==> src/rtl/lsgp_pkg.sv <==
// Overview of operation
// - Port E uses pins 7..4 only.
// - Direction one puts the pin in high impedance.
// - Direction zero drives the latch value.
// - Port E latch readable; read returns latch.
// - Reset makes all port E pins inputs.
// - Common count selects port E pins 6..4.
// - Active common drive disables digital output.
// - Segment 31 enable removes pin 7 function.
// - Pin select zero routes channel two pin.
// - Channel two output overrides latch; input captures.
// - Port E bits 3..0 read zero.
// - Port F has eight pins, same direction convention.
// - Port F latch readable; read returns latch.
// - Reset leaves port F pins 6..0 reading zero.
// - Enabled segment removes port F pin function.
package lsgp_pkg;

	localparam int LSGP_ADDR_W = 4;

	// Register word addresses on the software port.
	localparam logic [3:0] OFS_PE_PINS = 4'h0;
	localparam logic [3:0] OFS_PE_LAT = 4'h1;
	localparam logic [3:0] OFS_PE_DIR = 4'h2;
	localparam logic [3:0] OFS_PF_PINS = 4'h3;
	localparam logic [3:0] OFS_PF_LAT = 4'h4;
	localparam logic [3:0] OFS_PF_DIR = 4'h5;
	localparam logic [3:0] OFS_LCD_CTL = 4'h6;
	localparam logic [3:0] OFS_LCD_SE2 = 4'h7;
	localparam logic [3:0] OFS_LCD_SE3 = 4'h8;
	localparam logic [3:0] OFS_ADC_CFG = 4'h9;

	// Field positions.
	localparam int LCD_COUNT_LSB = 0;
	localparam int SE3_SEGMENT_DRIVE_31_BIT = 7;
	localparam int PF_SE2_LSB = 2;
	localparam logic [7:0] LCD_CTL_MASK = 8'hEF;

	// Reset values.
	localparam logic [7:4] RST_PE_DIR = 4'hF;
	localparam logic [7:4] RST_PE_LAT = 4'h0;
	localparam logic [7:0] RST_PF_DIR = 8'hFF;
	localparam logic [7:0] RST_PF_LAT = 8'h00;
	localparam logic [7:0] RST_LCD_CTL = 8'h00;
	localparam logic [7:0] RST_LCD_SE = 8'h00;
	localparam logic [7:0] RST_ADC_CFG = 8'h7F;

	typedef enum logic [1:0] {
		LSGP_COM_ONE = 2'b00,
		LSGP_COM_TWO = 2'b01,
		LSGP_COM_THREE = 2'b10,
		LSGP_COM_FOUR = 2'b11
	} lsgp_lcd_count_e;

	typedef struct packed {
		logic [3:0] addr;
		logic [7:0] wdata;
		logic wr;
		logic rd;
	} lsgp_bus_req_s;

	typedef struct packed {
		logic [7:4] pe_lat;
		logic [7:4] pe_dir;
		logic [7:0] pf_lat;
		logic [7:0] pf_dir;
		logic [7:0] lcd_ctl;
		logic [7:0] lcd_se2;
		logic [7:0] lcd_se3;
		logic [7:0] adc_cfg;
		logic [7:0] rdata;
		logic [7:4] pe_out;
		logic [7:4] pe_oe;
		logic [7:0] pf_out;
		logic [7:0] pf_oe;
		logic cap;
	} lsgp_top_s;

	localparam lsgp_top_s LSGP_TOP_RST = '{
		pe_lat: RST_PE_LAT,
		pe_dir: RST_PE_DIR,
		pf_lat: RST_PF_LAT,
		pf_dir: RST_PF_DIR,
		lcd_ctl: RST_LCD_CTL,
		lcd_se2: RST_LCD_SE,
		lcd_se3: RST_LCD_SE,
		adc_cfg: RST_ADC_CFG,
		rdata: 8'h00,
		pe_out: 4'h0,
		pe_oe: 4'h0,
		pf_out: 8'h00,
		pf_oe: 8'h00,
		cap: 1'b0
	};

endpackage

==> src/rtl/lsgp_top.sv <==
`timescale 1ns/10ps
`default_nettype none
module lsgp_top #(
	parameter int PF_W = 8
) (
	input wire logic i_sys_clk, // system clock
	input wire logic i_rst, // synchronous reset, high
	input wire lsgp_pkg::lsgp_bus_req_s i_bus, // register request
	output logic [7:0] o_rd_data, // read data, cycle after read
	input wire logic [7:4] i_pe_pin, // port E pad levels
	output logic [7:4] o_pe_out, // port E pad output levels
	output logic [7:4] o_pe_oe, // port E pad output enables
	input wire logic [PF_W-1:0] i_pf_pin, // port F pad levels
	output logic [PF_W-1:0] o_pf_out, // port F pad output levels
	output logic [PF_W-1:0] o_pf_oe, // port F pad output enables
	input wire logic i_ccp_two_pin_select, // zero puts channel two on pin 7
	input wire logic i_capture_compare_pwm_two_drive, // channel two compare or PWM active
	input wire logic i_capture_compare_pwm_two_level, // channel two output level
	output logic o_capture_compare_pwm_two_capture // pin 7 level to channel two capture
);
	import lsgp_pkg::*;

	generate
		if (PF_W != 8) begin : g_bad_width
			$error("lsgp_top: port F segment map serves exactly eight pins");
		end
	endgenerate

	lsgp_top_s st;
	lsgp_top_s next_st;

	logic [7:4] pe_sync;
	logic [PF_W-1:0] pf_sync;
	logic [7:4] pe_avail;
	logic [7:4] pe_alt_en;
	logic [7:4] pe_out_c;
	logic [7:4] pe_oe_c;
	logic [PF_W-1:0] pf_avail;
	logic [PF_W-1:0] pf_out_c;
	logic [PF_W-1:0] pf_oe_c;
	logic ccp_on;
	logic [7:0] rd_val;

	lsgp_sync #(
		.W(4)
	) u_pe_sync (
		.i_sys_clk(i_sys_clk),
		.i_rst(i_rst),
		.i_d(i_pe_pin),
		.o_q(pe_sync)
	);

	lsgp_sync #(
		.W(PF_W)
	) u_pf_sync (
		.i_sys_clk(i_sys_clk),
		.i_rst(i_rst),
		.i_d(i_pf_pin),
		.o_q(pf_sync)
	);

	assign ccp_on = ~i_ccp_two_pin_select;

	// Each active common beyond the first takes one more pad, starting from pin 4.
	always_comb begin
		case (lsgp_lcd_count_e'(st.lcd_ctl[LCD_COUNT_LSB+:2]))
			LSGP_COM_ONE: pe_avail[6:4] = 3'b111;
			LSGP_COM_TWO: pe_avail[6:4] = 3'b110;
			LSGP_COM_THREE: pe_avail[6:4] = 3'b100;
			default: pe_avail[6:4] = 3'b000;
		endcase
		pe_avail[7] = ~st.lcd_se3[SE3_SEGMENT_DRIVE_31_BIT];
	end

	// Channel two only overrides while driving an output direction.
	assign pe_alt_en = {ccp_on & i_capture_compare_pwm_two_drive, 3'b000};

	// Port F pads follow segments 18 upward across the two enable registers.
	assign pf_avail = ~{st.lcd_se3[1:0], st.lcd_se2[7:PF_SE2_LSB]};

	generate
		for (genvar i = 4; i < 8; i++) begin : g_pe_cell
			lsgp_pin_cell u_cell (
				.i_avail(pe_avail[i]),
				.i_dir(st.pe_dir[i]),
				.i_lat(st.pe_lat[i]),
				.i_alt_en(pe_alt_en[i]),
				.i_alt_val(i_capture_compare_pwm_two_level),
				.o_out(pe_out_c[i]),
				.o_oe(pe_oe_c[i])
			);
		end
		for (genvar j = 0; j < PF_W; j++) begin : g_pf_cell
			lsgp_pin_cell u_cell (
				.i_avail(pf_avail[j]),
				.i_dir(st.pf_dir[j]),
				.i_lat(st.pf_lat[j]),
				.i_alt_en(1'b0),
				.i_alt_val(1'b0),
				.o_out(pf_out_c[j]),
				.o_oe(pf_oe_c[j])
			);
		end
	endgenerate

	// Pin registers show pad levels, latch registers show the latch,
	// so read-modify-write on a latch never picks up a loaded pad.
	always_comb begin
		rd_val = 8'h00;
		if (i_bus.addr == OFS_PE_PINS) begin
			rd_val = {pe_sync, 4'h0};
		end else if (i_bus.addr == OFS_PE_LAT) begin
			rd_val = {st.pe_lat, 4'h0};
		end else if (i_bus.addr == OFS_PE_DIR) begin
			rd_val = {st.pe_dir, 4'h0};
		end else if (i_bus.addr == OFS_PF_PINS) begin
			rd_val = pf_sync & ~st.adc_cfg;
		end else if (i_bus.addr == OFS_PF_LAT) begin
			rd_val = st.pf_lat;
		end else if (i_bus.addr == OFS_PF_DIR) begin
			rd_val = st.pf_dir;
		end else if (i_bus.addr == OFS_LCD_CTL) begin
			rd_val = st.lcd_ctl;
		end else if (i_bus.addr == OFS_LCD_SE2) begin
			rd_val = st.lcd_se2;
		end else if (i_bus.addr == OFS_LCD_SE3) begin
			rd_val = st.lcd_se3;
		end else if (i_bus.addr == OFS_ADC_CFG) begin
			rd_val = st.adc_cfg;
		end
	end

	always_comb begin
		next_st = st;
		next_st.pe_out = pe_out_c;
		next_st.pe_oe = pe_oe_c;
		next_st.pf_out = pf_out_c;
		next_st.pf_oe = pf_oe_c;
		next_st.cap = ccp_on & st.pe_dir[7] & pe_sync[7];
		next_st.rdata = i_bus.rd ? rd_val : 8'h00;
		if (i_bus.wr) begin
			if (i_bus.addr == OFS_PE_PINS || i_bus.addr == OFS_PE_LAT) begin
				next_st.pe_lat = i_bus.wdata[7:4];
			end else if (i_bus.addr == OFS_PE_DIR) begin
				next_st.pe_dir = i_bus.wdata[7:4];
			end else if (i_bus.addr == OFS_PF_PINS || i_bus.addr == OFS_PF_LAT) begin
				next_st.pf_lat = i_bus.wdata;
			end else if (i_bus.addr == OFS_PF_DIR) begin
				next_st.pf_dir = i_bus.wdata;
			end else if (i_bus.addr == OFS_LCD_CTL) begin
				next_st.lcd_ctl = i_bus.wdata & LCD_CTL_MASK;
			end else if (i_bus.addr == OFS_LCD_SE2) begin
				next_st.lcd_se2 = i_bus.wdata;
			end else if (i_bus.addr == OFS_LCD_SE3) begin
				next_st.lcd_se3 = i_bus.wdata;
			end else if (i_bus.addr == OFS_ADC_CFG) begin
				// Analog pads must be released here before digital pin reads.
				next_st.adc_cfg = i_bus.wdata;
			end
		end
		if (i_rst) begin
			next_st = LSGP_TOP_RST;
		end
	end

	always_ff @(posedge i_sys_clk) begin
		st <= next_st;
	end

	assign o_rd_data = st.rdata;
	assign o_pe_out = st.pe_out;
	assign o_pe_oe = st.pe_oe;
	assign o_pf_out = st.pf_out;
	assign o_pf_oe = st.pf_oe;
	assign o_capture_compare_pwm_two_capture = st.cap;
endmodule // lsgp_top
`default_nettype wire

==> src/rtl/lsgp_sync.sv <==
`timescale 1ns/10ps
`default_nettype none
module lsgp_sync #(
	parameter int W = 1
) (
	input wire logic i_sys_clk, // system clock
	input wire logic i_rst, // synchronous reset
	input wire logic [W-1:0] i_d, // raw pin levels
	output logic [W-1:0] o_q // synchronized levels
);
	generate
		if (W < 1) begin : g_bad_width
			$error("lsgp_sync: width must be at least one");
		end
	endgenerate

	typedef struct packed {
		logic [W-1:0] meta;
		logic [W-1:0] q;
	} lsgp_sync_s;

	lsgp_sync_s st;
	lsgp_sync_s next_st;

	// The first stage feeds only the second; nothing else looks at it.
	always_comb begin
		next_st.meta = i_d;
		next_st.q = st.meta;
		if (i_rst) begin
			next_st = '0;
		end
	end

	always_ff @(posedge i_sys_clk) begin
		st <= next_st;
	end

	assign o_q = st.q;
endmodule // lsgp_sync
`default_nettype wire

==> src/rtl/lsgp_pin_cell.sv <==
`timescale 1ns/10ps
`default_nettype none
module lsgp_pin_cell (
	input wire logic i_avail, // port function owns the pad
	input wire logic i_dir, // one means input
	input wire logic i_lat, // latched output value
	input wire logic i_alt_en, // peripheral output overrides latch
	input wire logic i_alt_val, // peripheral output level
	output logic o_out, // pad output level
	output logic o_oe // pad output enable, high drives
);
	// An LCD owned pad keeps its digital driver off whatever the direction.
	assign o_oe = i_avail & ~i_dir;
	// The out level is parked low while undriven so the pad sees no toggling.
	assign o_out = o_oe & (i_alt_en ? i_alt_val : i_lat);
endmodule // lsgp_pin_cell
`default_nettype wire

==> config.mk <==
export PLATFORM = sky130hd
export DESIGN_NAME = lsgp_top
export DESIGN_NICKNAME = d
export VERILOG_FILES = /design/src/rtl/lsgp_pkg.sv /design/src/rtl/lsgp_top.sv /design/src/rtl/lsgp_sync.sv /design/src/rtl/lsgp_pin_cell.sv
export SDC_FILE = /design/constraint.sdc
export NUM_CORES = 1
export LEC_CHECK = 0
export BUFFER_PORTS_ARGS = -buffer_cell sky130_fd_sc_hd__buf_2
export CORE_UTILIZATION = 40
export CTS_CLUSTER_SIZE = 25
export DETAILED_ROUTE_END_ITERATION = 8
export SETUP_SLACK_MARGIN = 0.5
export SKIP_LAST_GASP = 1
export SLEW_MARGIN = 5
export SYNTH_ARGS = -nofsm -noshare
export SYNTH_HDL_FRONTEND = slang
export SYNTH_SLANG_ARGS = --single-unit
==> constraint.sdc <==
create_clock -name i_sys_clk -period 1.95 [get_ports i_sys_clk]
set_clock_uncertainty 0.15 [all_clocks]
set_input_delay 0.39 -clock i_sys_clk [delete_from_list [all_inputs] [get_ports i_sys_clk]]
set_output_delay 0.39 -clock i_sys_clk [all_outputs]
set_load 0.02 [all_outputs]
; Word-level counts from Yosys, hierarchy flattened
; Cells that the tools add are included.
[word_totals]
out_inout_bits = 33
reg_bits = 112
word_cells = 108
in_bits = 31
[classes]
n_mux = 12
eq_ne = 11
bitwise_logic = 52
n_reduce_logical = 14
[op_table]
columns = operator, count
row1 = $mux 8, 10
row2 = $and 1x1->1, 27
row3 = $not 1->1, 22
row4 = $eq 4x3->1 const B, 4
row5 = $not 8->8, 2
row6 = $pmux 3 s3, 1
row7 = $reduce_and 9->1, 1
row8 = $and 8x8->8, 1
row9 = $eq 4x2->1 const B, 2
row10 = $eq 4x4->1 const B, 2
row11 = $reduce_and 8->1, 1
row12 = $reduce_and 7->1, 1
row13 = $reduce_and 6->1, 1
row14 = $reduce_and 5->1, 1
row15 = $reduce_or 5->1, 1
row16 = $eq 4x1->1 const B, 1
row17 = $logic_not 4->1, 1
row18 = $reduce_and 4->1, 1
row19 = $reduce_and 3->1, 1
row20 = $eq 2x1->1 const B, 1
row21 = $eq 2x2->1 const B, 1
row22 = $logic_not 2->1, 1
row23 = $logic_or 1x1->1, 2
row24 = $reduce_and 2->1, 1
row25 = other kinds (2), 2

; Logic depth before layout (Yosys ltp)
; Gate-level depths: netlist of run 1.
[logic_depth]
ltp_word = 11
ltp_mapped = 7
depth_no_buf = 5

; Cells and area by module
; Synthesis of run 1 repeated with hierarchy kept, for this count alone.
[unflattened]
cells_unflattened = 556
hier_area_um2 = 5089.9
[modules_own_cells]
columns = mod, area_each_um2, n_inst, cells_each
row1 = lsgp_top, 4025.1, 1, 459
row2 = lsgp_sync at u_pf_sync, 524.3, 1, 41
row3 = lsgp_pin_cell, 25.0, 12, 3
row4 = lsgp_sync at u_pe_sync, 240.2, 1, 20

; Worst setup path after synthesis of run 1
; No wires, ideal clock.
[synth_path]
path_kind = input port to flip-flop
start = input i_bus[11] (netlist bit)
end = register st[33] (netlist bit)
arrival_ns = 1.504
path_stages = 5
path_slack_ns = 0.177
path_cell_list = nand2b_2 > or3_1 > buf_2 > buf_6 > a211o_1
[synth_between]
elab_chain_len = 4
elab_cells_between_ends = 20
[synth_rtl]
columns = item, line_no
row1 = start: declaration, lsgp_top.sv:8  ; input wire lsgp_pkg::lsgp_bus_req_s i_bus,
row2 = $eq 4x2->1 (tied with other cells), lsgp_top.sv:146  ; end else if (i_bus.addr == OFS_PF_PINS || i_bus.addr == OFS_PF_LAT) begin
row3 = $logic_or 1x1->1 (on tied branches), "lsgp_top.sv:146, lsgp_top.sv:142"
row4 = $not 1->1 (no source line), --
row5 = $reduce_and 9->1 (no source line) (*), --
row6 = end signal: assignment, lsgp_top.sv:167  ; st <= next_st;
row7 = end: declaration, lsgp_top.sv:29  ; lsgp_top_s st;
; Mark *: on every way between the ends. The rest lies on a longest branch, timed or not.
; A chain may end at the register's enable or synchronous reset.

; Worst setup path in the final report of run 1
[layout_path]
start = input i_bus[10] (netlist bit)
end = register st, in the netlist o_rd_data[7]
[layout_between]
elab_chain_len = 11
elab_cells_between_ends = 20
[layout_rtl]
columns = item, line_no
row1 = $eq 4x4->1, lsgp_top.sv:128  ; end else if (i_bus.addr == OFS_ADC_CFG) begin
row2 = $mux 8, lsgp_top.sv:128
row3 = $mux 8, lsgp_top.sv:126  ; end else if (i_bus.addr == OFS_LCD_SE3) begin
row4 = $mux 8, lsgp_top.sv:124  ; end else if (i_bus.addr == OFS_LCD_SE2) begin
row5 = $mux 8, lsgp_top.sv:122  ; end else if (i_bus.addr == OFS_LCD_CTL) begin
row6 = $mux 8, lsgp_top.sv:120  ; end else if (i_bus.addr == OFS_PF_DIR) begin
row7 = $mux 8, lsgp_top.sv:118  ; end else if (i_bus.addr == OFS_PF_LAT) begin
row8 = $mux 8, lsgp_top.sv:116  ; end else if (i_bus.addr == OFS_PF_PINS) begin
row9 = $mux 8, lsgp_top.sv:114  ; end else if (i_bus.addr == OFS_PE_DIR) begin
row10 = $mux 8, lsgp_top.sv:112  ; end else if (i_bus.addr == OFS_PE_LAT) begin
row11 = $mux 8 (*), lsgp_top.sv:110  ; if (i_bus.addr == OFS_PE_PINS) begin
; Marks and branches as above.

==> summary.txt, run 1 <==
Timing
  – RSZ-0062 raised after global routing: true
  – Post-route setup slack: 475 ps
  – Final setup fails: 0
  – Min Tclk post-route: 1470 ps
  – Rel. slew slack: 70.5%
  – Period utilization: 75.6%
  – Sum of negative setup slack: 0 ps
  – Fmax: 678 MHz
  – Worst slew pin tran: 439 ps
  – Final Hold Fails: 0
  – Max Slew Vio Count: 0
  – Hold Worst Slack: 82.3 ps

Global route
  – Via count of the first global-routing pass: 3211
  – Initial antenna violation count: 0
  – Largest net degree at the start of global routing: 93
  – First-pass GRT wire length: 17.1 mm
  – GRT Total Usage: 19.6%
  – GRT overflow: 0

Pwr
  – Int Pwr: 0.00370 W
  – Max VDD drop: 0.000400 V
  – Gate power share: 9.2%
  – Clk network pwr share: 41.2%
  – Total Power: 0.00477 W
  – PD cells: 849 nW/um^2
  – Switching share of power: 22.4%
  – Leakage: 2.48 nW
  – Net Sw Power: 0.00107 W
  – Flop pwr share: 49.6%

Detailed routing
  – Final wirelength: 11.0 mm
  – Post-route DRC: 0
  – Via count: 3492
  – Initial DRC Count: 242
  – DR WL/cell: 16.0 um
  – Final ANT Viol Nets: 0
  – Drt pass-1 iters: 5
  – Vias per Instance: 5.07

Floorplanning
  – Chip Height: 109 um
  – Die Area: 11900 um^2
  – # rows: 38
  – Die Wd: 109 um
  – Initial Util: 41.8%
  – IO Pins: 64
  – Core Footprint: 11000 um^2

Critical path
  – Arrival time at the worst endpoint: 1550 ps
  – CP Launch Type: input pin
  – Critical R2R Launch: st[80]$_SDFFE_PP0P_
  – Reg2Reg Depth: 4
  – Required @ worst endpoint: 2030 ps
  – Reg-to-reg endpoint: o_rd_data[7]$_SDFF_PP0_
  – Critical Path Fanout Max: 5
  – Worst R2R Setup Slack: 490 ps
  – Setup CP Type: in2reg
  – Worst setup EP type: register

Clocking
  – Root Driver: clkbuf_16
  – H-tree Lvls: 3
  – Clock latency on the worst-skew pair: 350 ps
  – CTS buffer count: 9
  – Max clock buf depth: 2
  – Num Clock Sinks: 112
  – Clk slew on worst S/H paths: 70 ps
  – CTS tree: yes

Hold path
  – Hold EP: o_capture_compare_pwm_two_capture$_SDFF_PP0_
  – Hold path start: i_ccp_two_pin_select
  – Hold Path Depth: 2
  – HP Class: in2reg

Final layout
  – Commonest non-fill, non-tap cell in the layout: dfxtp_1
  – Most frequent cells in the layout: 111 x dfxtp_1, 68 x nor2_1, 60 x buf_2
  – Area grow syn2layout: 22.5%
  – Share of cells above drive strength 1: 27.9%
  – Ant diodes: 0
  – Layout Nets: 575
  – Post-Layout Inst Area: 5620 um^2
  – Filler cells: 1025

Synthesis
  – Post-synth EDFFs: 0
  – Synth Area in Adders: 0%
  – Net Count, Synth: 520
  – Post-synthesis mux area share: 9.41%
  – Post-Synth Simple-Gate Area: 20.2%
  – Register area share after synthesis: 48.9%
  – Xor/xnor share of the synthesized area: 0%
  – Synth cell types: 50
  – Ys flop type: dfxtp_1
  – Largest family of logic cells by synthesized area: simple AND/OR/NAND/NOR gates
  – Synthesized area: 4590 um^2
  – FF+latch count, synth: 112
  – Yosys warns: 0
  – Synthesized instance count: 489
  – Synth async-reset ratio: 0%
  – Syn avg cell area: 9.38 um^2
  – Compound-cell area share of the yosys netlist: 11.6%

Run
  – Max-Cap Viols: 0

Placed design
  – Routability cong.: 0.916
  – IO buf count: 63
  – Placement-stage cell area: 5110 um^2
  – Dpl hpwl: 7.84 mm
  – Pre-CTS setup slack: 44.2 ps

Outcome
  – Outcome: complete, no violations
[final cells by class]
class | count | area [um^2] | area share [%]
clock inverters | 4 | 76.3 | 1.36
well taps | 140 | 175 | 3.12
inverters | 23 | 92.6 | 1.65
repair buffers | 103 | 736 | 13.1
clock buffers | 12 | 246 | 4.39
multi-input cells | 295 | 2050 | 36.5
flip-flops and latches | 112 | 2240 | 39.9
[stage by stage]
| step | std cells | utilization [%] |
|---|---|---|
| after floorplan | 489 | - |
| after global placement | 666 | 46.5 |
| after detailed placement | 666 | 46.5 |
| after CTS | 686 | 50.2 |
| after global routing | 689 | 51.2 |
| final | 689 | 51.2 |
[critical path, cell delays in order]
cell       delay, ps
buf_12           100
buf_4            120
clkbuf_16        140
nor2b_4          190
a221oi_1         120
a311oi_1         360
o22ai_2          140
[logic make-up after synthesis]
logic type,Yosys count
and+or+nand+nor,177
AOI/OAI and AO/OA,75
muxes,43
DFF,112
buffers and inverters,82
[how the worst max path moves through the flow]
stage,from,endpoint,slack (ps),depth (start not counted)
4_1_cts,i_bus[10],st[81]$_SDFFE_PP1P_,500,7
5_1_grt,i_bus[11],o_rd_data[6]$_SDFF_PP0_,430,7
6_report,i_bus[10],o_rd_data[7]$_SDFF_PP0_,480,7
2_1_floorplan,i_bus[10],st[37]$_SDFFE_PP1P_,290,5
3_5_place_dp,i_bus[10],st[84]$_SDFFE_PP1P_,40,7
3_3_place_gp,i_rst,o_rd_data[4]$_SDFF_PP0_,30,5
[cell usage after synthesis, types with 4 or more instances]
cell      instances  area share (%)
dfxtp_1         112              49
buf_4            34             5.6
clkbuf_1         13             1.1
o22ai_1           6            0.82
and2_1           12             1.6
nor2b_1          40             5.5
a21oi_1          18             2.0
nand2_1          14             1.1
inv_1            22             1.8
mux2i_1          42             9.2
a211o_1          19             3.6
o21ai_0          10             1.1
nand3_1           4            0.44
nor2_1           70             5.7
nor4_1            4            0.55
buf_2             8            0.87
nor3_1           13             1.4
[sequential cells by signal, summed over array words and instances (netlist names)]
signal                             cells
o_capture_compare_pwm_two_capture      1
o_pf_oe                                8
o_pe_oe                                4
u_pf_sync.o_q                          8
u_pf_sync.st                           8
o_pe_out                               4
o_rd_data                              8
st                                    55
u_pe_sync.st                           4
u_pe_sync.o_q                          4
o_pf_out                               8
[repair_timing]
action / in CTS / in global routing
endpoints found under the setup margin: 15 / 28
resized for setup: 7 / 15
gates cloned: 1 / 1
hold buffers: 0 / 0
pin swaps: 2 / 4
setup buffers: 3 / 2
[power by group through the flow]
stage | Clock (W) | Sequential [W] | Combinational (W)
2_1_floorplan | 0 | 0.00241 | 0.000276
3_3_place_gp | 0 | 0.00242 | 0.000388
3_5_place_dp | 0 | 0.00242 | 0.000393
4_1_cts | 0.00201 | 0.00236 | 0.000412
5_1_grt | 0.00211 | 0.00237 | 0.000472
6_report | 0.00197 | 0.00237 | 0.000436
[per-layer routing]
| metal | vias up | global-route usage [%] | share of wire, % |
|---|---|---|---|
| met5 | - | 0 | 0 |
| met4 | 0 | 11.8 | 3.2 |
| met3 | 23 | 3.41 | 5.7 |
| met2 | 103 | 29.2 | 45 |
| met1 | 1622 | 26.5 | 46 |
| li1 | 1744 | - | - |
Note: power is estimated with default switching activity, not from simulation.
==> run 2, diff against run 1 <==
--- a/config.mk
+++ b/config.mk
@@ -5,6 +5,7 @@
 export SDC_FILE = /design/constraint.sdc
 export NUM_CORES = 1
 export LEC_CHECK = 0
+export ABC_AREA = 1
 export BUFFER_PORTS_ARGS = -buffer_cell sky130_fd_sc_hd__buf_2
 export CORE_UTILIZATION = 40
 export CTS_CLUSTER_SIZE = 25
==> constraint.sdc (replaced) <==
create_clock -name i_sys_clk -period 1.2 [get_ports i_sys_clk]
set_clock_uncertainty 0.15 [all_clocks]
set_input_delay 0.24 -clock i_sys_clk [delete_from_list [all_inputs] [get_ports i_sys_clk]]
set_output_delay 0.24 -clock i_sys_clk [all_outputs]
set_load 0.02 [all_outputs]
==> run 2 against run 1 <==
  * The run now ends with negative hold slack, negative setup slack left
  * Sequential cell count unchanged
  * Clock-buffer cell count grew 2
  * Design area rose by 25%
  * Sequential power increased by 63%
  * Die area shrank 4.0%
==> summary.txt, run 2 <==
Outcome
  – Outcome: finished, violations left
  – Failing checks: negative hold slack, negative setup slack

Final layout
  – Commonest non-fill, non-tap cell in the layout: buf_6
  – Multi-input logic area: 2310 um^2
  – Reg area: 2350 um^2
  – Max reg flops: 55
  – Layout Nets: 719
  – Ant diodes: 0
  – Most flops, register: st
  – Area grow syn2layout: 60.2%
  – Share of cells above drive strength 1: 60.9%
  – Layout Utilization: 67.1%
  – Filler cells: 776
  – Most frequent cells in the layout: 80 x buf_6, 62 x inv_1, 60 x dfxtp_2

Synthesis
  – Synth cell types: 27
  – Top post-synthesis cells by count: 112 x dfxtp_1, 87 x inv_1, 76 x nand2_1
  – Synthesized instance count: 565
  – Syn avg cell area: 7.79 um^2
  – Yosys top cell by area: dfxtp_1
  – Top cells by area, synth: dfxtp_1 51%, inv_1 7.4%, nand2_1 6.5%
  – Post-synth EDFFs: 0
  – Ys flop type: dfxtp_1
  – Yosys top cell area share: 51.0%
  – Top-count cell post-synth: dfxtp_1
  – Yosys warns: 0
  – Register area share after synthesis: 51.0%
  – FF+latch count, synth: 112
  – Synth async-reset ratio: 0%
  – Net Count, Synth: 596
  – Synthesized area: 4400 um^2

Detailed routing
  – Top layer in use: met4
  – M1 WL: 5.92 mm
  – Post-route DRC: 0
  – DR WL/cell: 17.1 um
  – Met2 WL post-DR: 7.06 mm
  – Via count: 4289
  – Final wirelength: 14.2 mm
  – Vias per Instance: 5.17
  – Final ANT Viol Nets: 0
  – Initial DRC Count: 237
  – Drt pass-1 iters: 6
  – WL met3: 781 um

Timing
  – Post-route setup slack: -89.2 ps
  – Min Tclk post-route: 1290 ps
  – Max Slew Vio Count: 0
  – Worst slew pin tran: 383 ps
  – Period utilization: 107%
  – Sum of negative setup slack: -709 ps
  – Final setup fails: 41
  – Final Hold Fails: 14
  – RSZ-0062 raised after global routing: true
  – Fmax: 776 MHz
  – Rel. slew slack: 74.5%
  – Hold Worst Slack: -117 ps

Global route
  – First-pass GRT wire length: 19.8 mm
  – Largest net degree at the start of global routing: 32
  – Via count of the first global-routing pass: 3953
  – GRT overflow: 0
  – GRT Total Usage: 22.8%
  – Initial antenna violation count: 0

Critical path
  – Reg2Reg Depth: 8
  – CP max stage delay: 250 ps
  – Worst Setup EP: st[78]$_SDFFE_PP0P_
  – Worst setup EP type: register
  – Arrival time at the worst endpoint: 1400 ps
  – Reg-to-reg endpoint: o_rd_data[7]$_SDFF_PP0_
  – Critical R2R Launch: st[64]$_SDFFE_PP0P_
  – Worst R2R Setup Slack: 10 ps
  – Crit. path cell count: 7
  – Setup CP Type: in2reg
  – Cell family with most CP delay: compound AO/OA/AOI/OAI gates
  – Worst path slowest cell: nor2_4
  – Crit-path cells: buf_12 -> nor2_4 -> nand2_4 -> a21oi_4 -> clkinvlp_4 -> o21ai_2 -> a21oi_1
  – CP Buf/Inv Count: 2
  – Worst Setup SP: i_bus[11]
  – CP Launch Type: input pin
  – Critical Path Fanout Max: 7
  – Required @ worst endpoint: 1310 ps

Placed design
  – Dpl hpwl: 8.24 mm
  – Routability cong.: 0.905
  – IO buf count: 63

Floorplanning
  – Die Area: 11400 um^2
  – IO Pins: 64
  – Core Footprint: 10500 um^2
  – Initial Util: 41.9%
  – Die Wd: 107 um
  – Chip Height: 107 um
  – # rows: 37

Clocking
  – Clock latency on the worst-skew pair: 370 ps
  – H-tree Lvls: 3
  – Num Clock Sinks: 112
  – Clk slew on worst S/H paths: 110 ps
  – CTS tree: yes
  – Root Driver: clkbuf_8
  – CTS buffer count: 9
  – Max clock buf depth: 2

Hold path
  – HP Class: in2reg

Pwr
  – PD cells: 994 nW/um^2
  – Leakage: 2.92 nW
  – Max VDD drop: 0.000812 V

Run
  – Max-Cap Viols: 0
-- run 2: changes by cell type in the layout (fill, tap and decap cells not counted), sizes merged, moves of 12 or more --
cell and change:
inv +65, nand2 +65, buf +59, mux2i -42
nor2b -40, a21oi +37, o21ai +33, nand3 +32
a211o -19, nor2 -13, and2 -12
-- run 2: area by class of cell --
class	instances	share of cell area, %
inverter	89	5.63
clock buffer	14	2.31
multi-input combinational	313	32.8
timing repair buffer	161	23.1
timing repair inverter	2	0.266
clock inverter	2	0.213
tap	136	2.41
sequential	112	33.3
-- run 2: worst min-delay path by stage --
stage	start	cells after the start	slack (ps)	endpoint
after global placement	u_pf_sync.st[12]$_SDFF_PP0_	2	240	u_pf_sync.o_q[4]$_SDFF_PP0_
after CTS	i_ccp_two_pin_select	2	-130	o_capture_compare_pwm_two_capture$_SDFF_PP0_
final	i_ccp_two_pin_select	2	-120	o_capture_compare_pwm_two_capture$_SDFF_PP0_
after detailed placement	u_pe_sync.st[5]$_SDFF_PP0_	2	250	u_pe_sync.o_q[1]$_SDFF_PP0_
after floorplan	i_ccp_two_pin_select	1	160	o_capture_compare_pwm_two_capture$_SDFF_PP0_
after global routing	i_ccp_two_pin_select	2	-120	o_capture_compare_pwm_two_capture$_SDFF_PP0_
-- run 2: per-layer routing --
| metal | global-route usage (%) | vias to the layer above |
|---|---|---|
| met5 | 0 | - |
| met2 | 38.0 | 166 |
| met1 | 29.3 | 2049 |
| li1 | - | 2033 |
| met3 | 4.80 | 41 |
| met4 | 7.53 | 0 |
-- run 2: worst reg2reg max path: stages, from the launching register on --
cell	delay (ps)
dfxtp_2	350
nand3_2	70
nand2_2	60
nor2_1	100
nand2_1	50
nand2_1	80
nand4_1	80
nor2_1	110
nor2_1	50
-- run 2: metrics by stage --
step           total power (W)  instance area (um^2)  setup WS [ps]  hold WS [ps]  std cells
5_1_grt                0.00724                  7050           -148          -120        829
2_1_floorplan          0.00435                  4880          -67.0           157        565
6_report               0.00701                  7050          -89.2          -117        829
3_5_place_dp           0.00456                  5110           -507           250        758
3_3_place_gp           0.00455                  5110           -522           244        758
4_1_cts                0.00684                  6470          -50.6          -132        814
-- run 2: power by group --
group / switching (W) / total [W] / internal [W]
Combinational: 0.000582 / 0.00103 / 0.000451
Clock: 0.00123 / 0.00211 / 0.000875
Sequential: 0.0000606 / 0.00386 / 0.00380
Total: 0.00188 / 0.00701 / 0.00513
-- run 2: logic make-up after synthesis --
family / Yosys count / synth area share (%)
AND/OR/NAND/NOR: 200 / 20.3
buffers and inverters: 141 / 15.4
flip-flops: 112 / 51.0
AO/OA/AOI/OAI: 112 / 13.4
-- run 2: timing repair --
| item | CTS | global route |
|---|---|---|
| gates resized for setup | 291 | 116 |
| endpoints found under the setup margin | 143 | 122 |
| gates cloned | 5 | 2 |
| pin swaps | 56 | 53 |
| setup buffers | 35 | 13 |
| endpoints found under the hold margin | 14 | 14 |
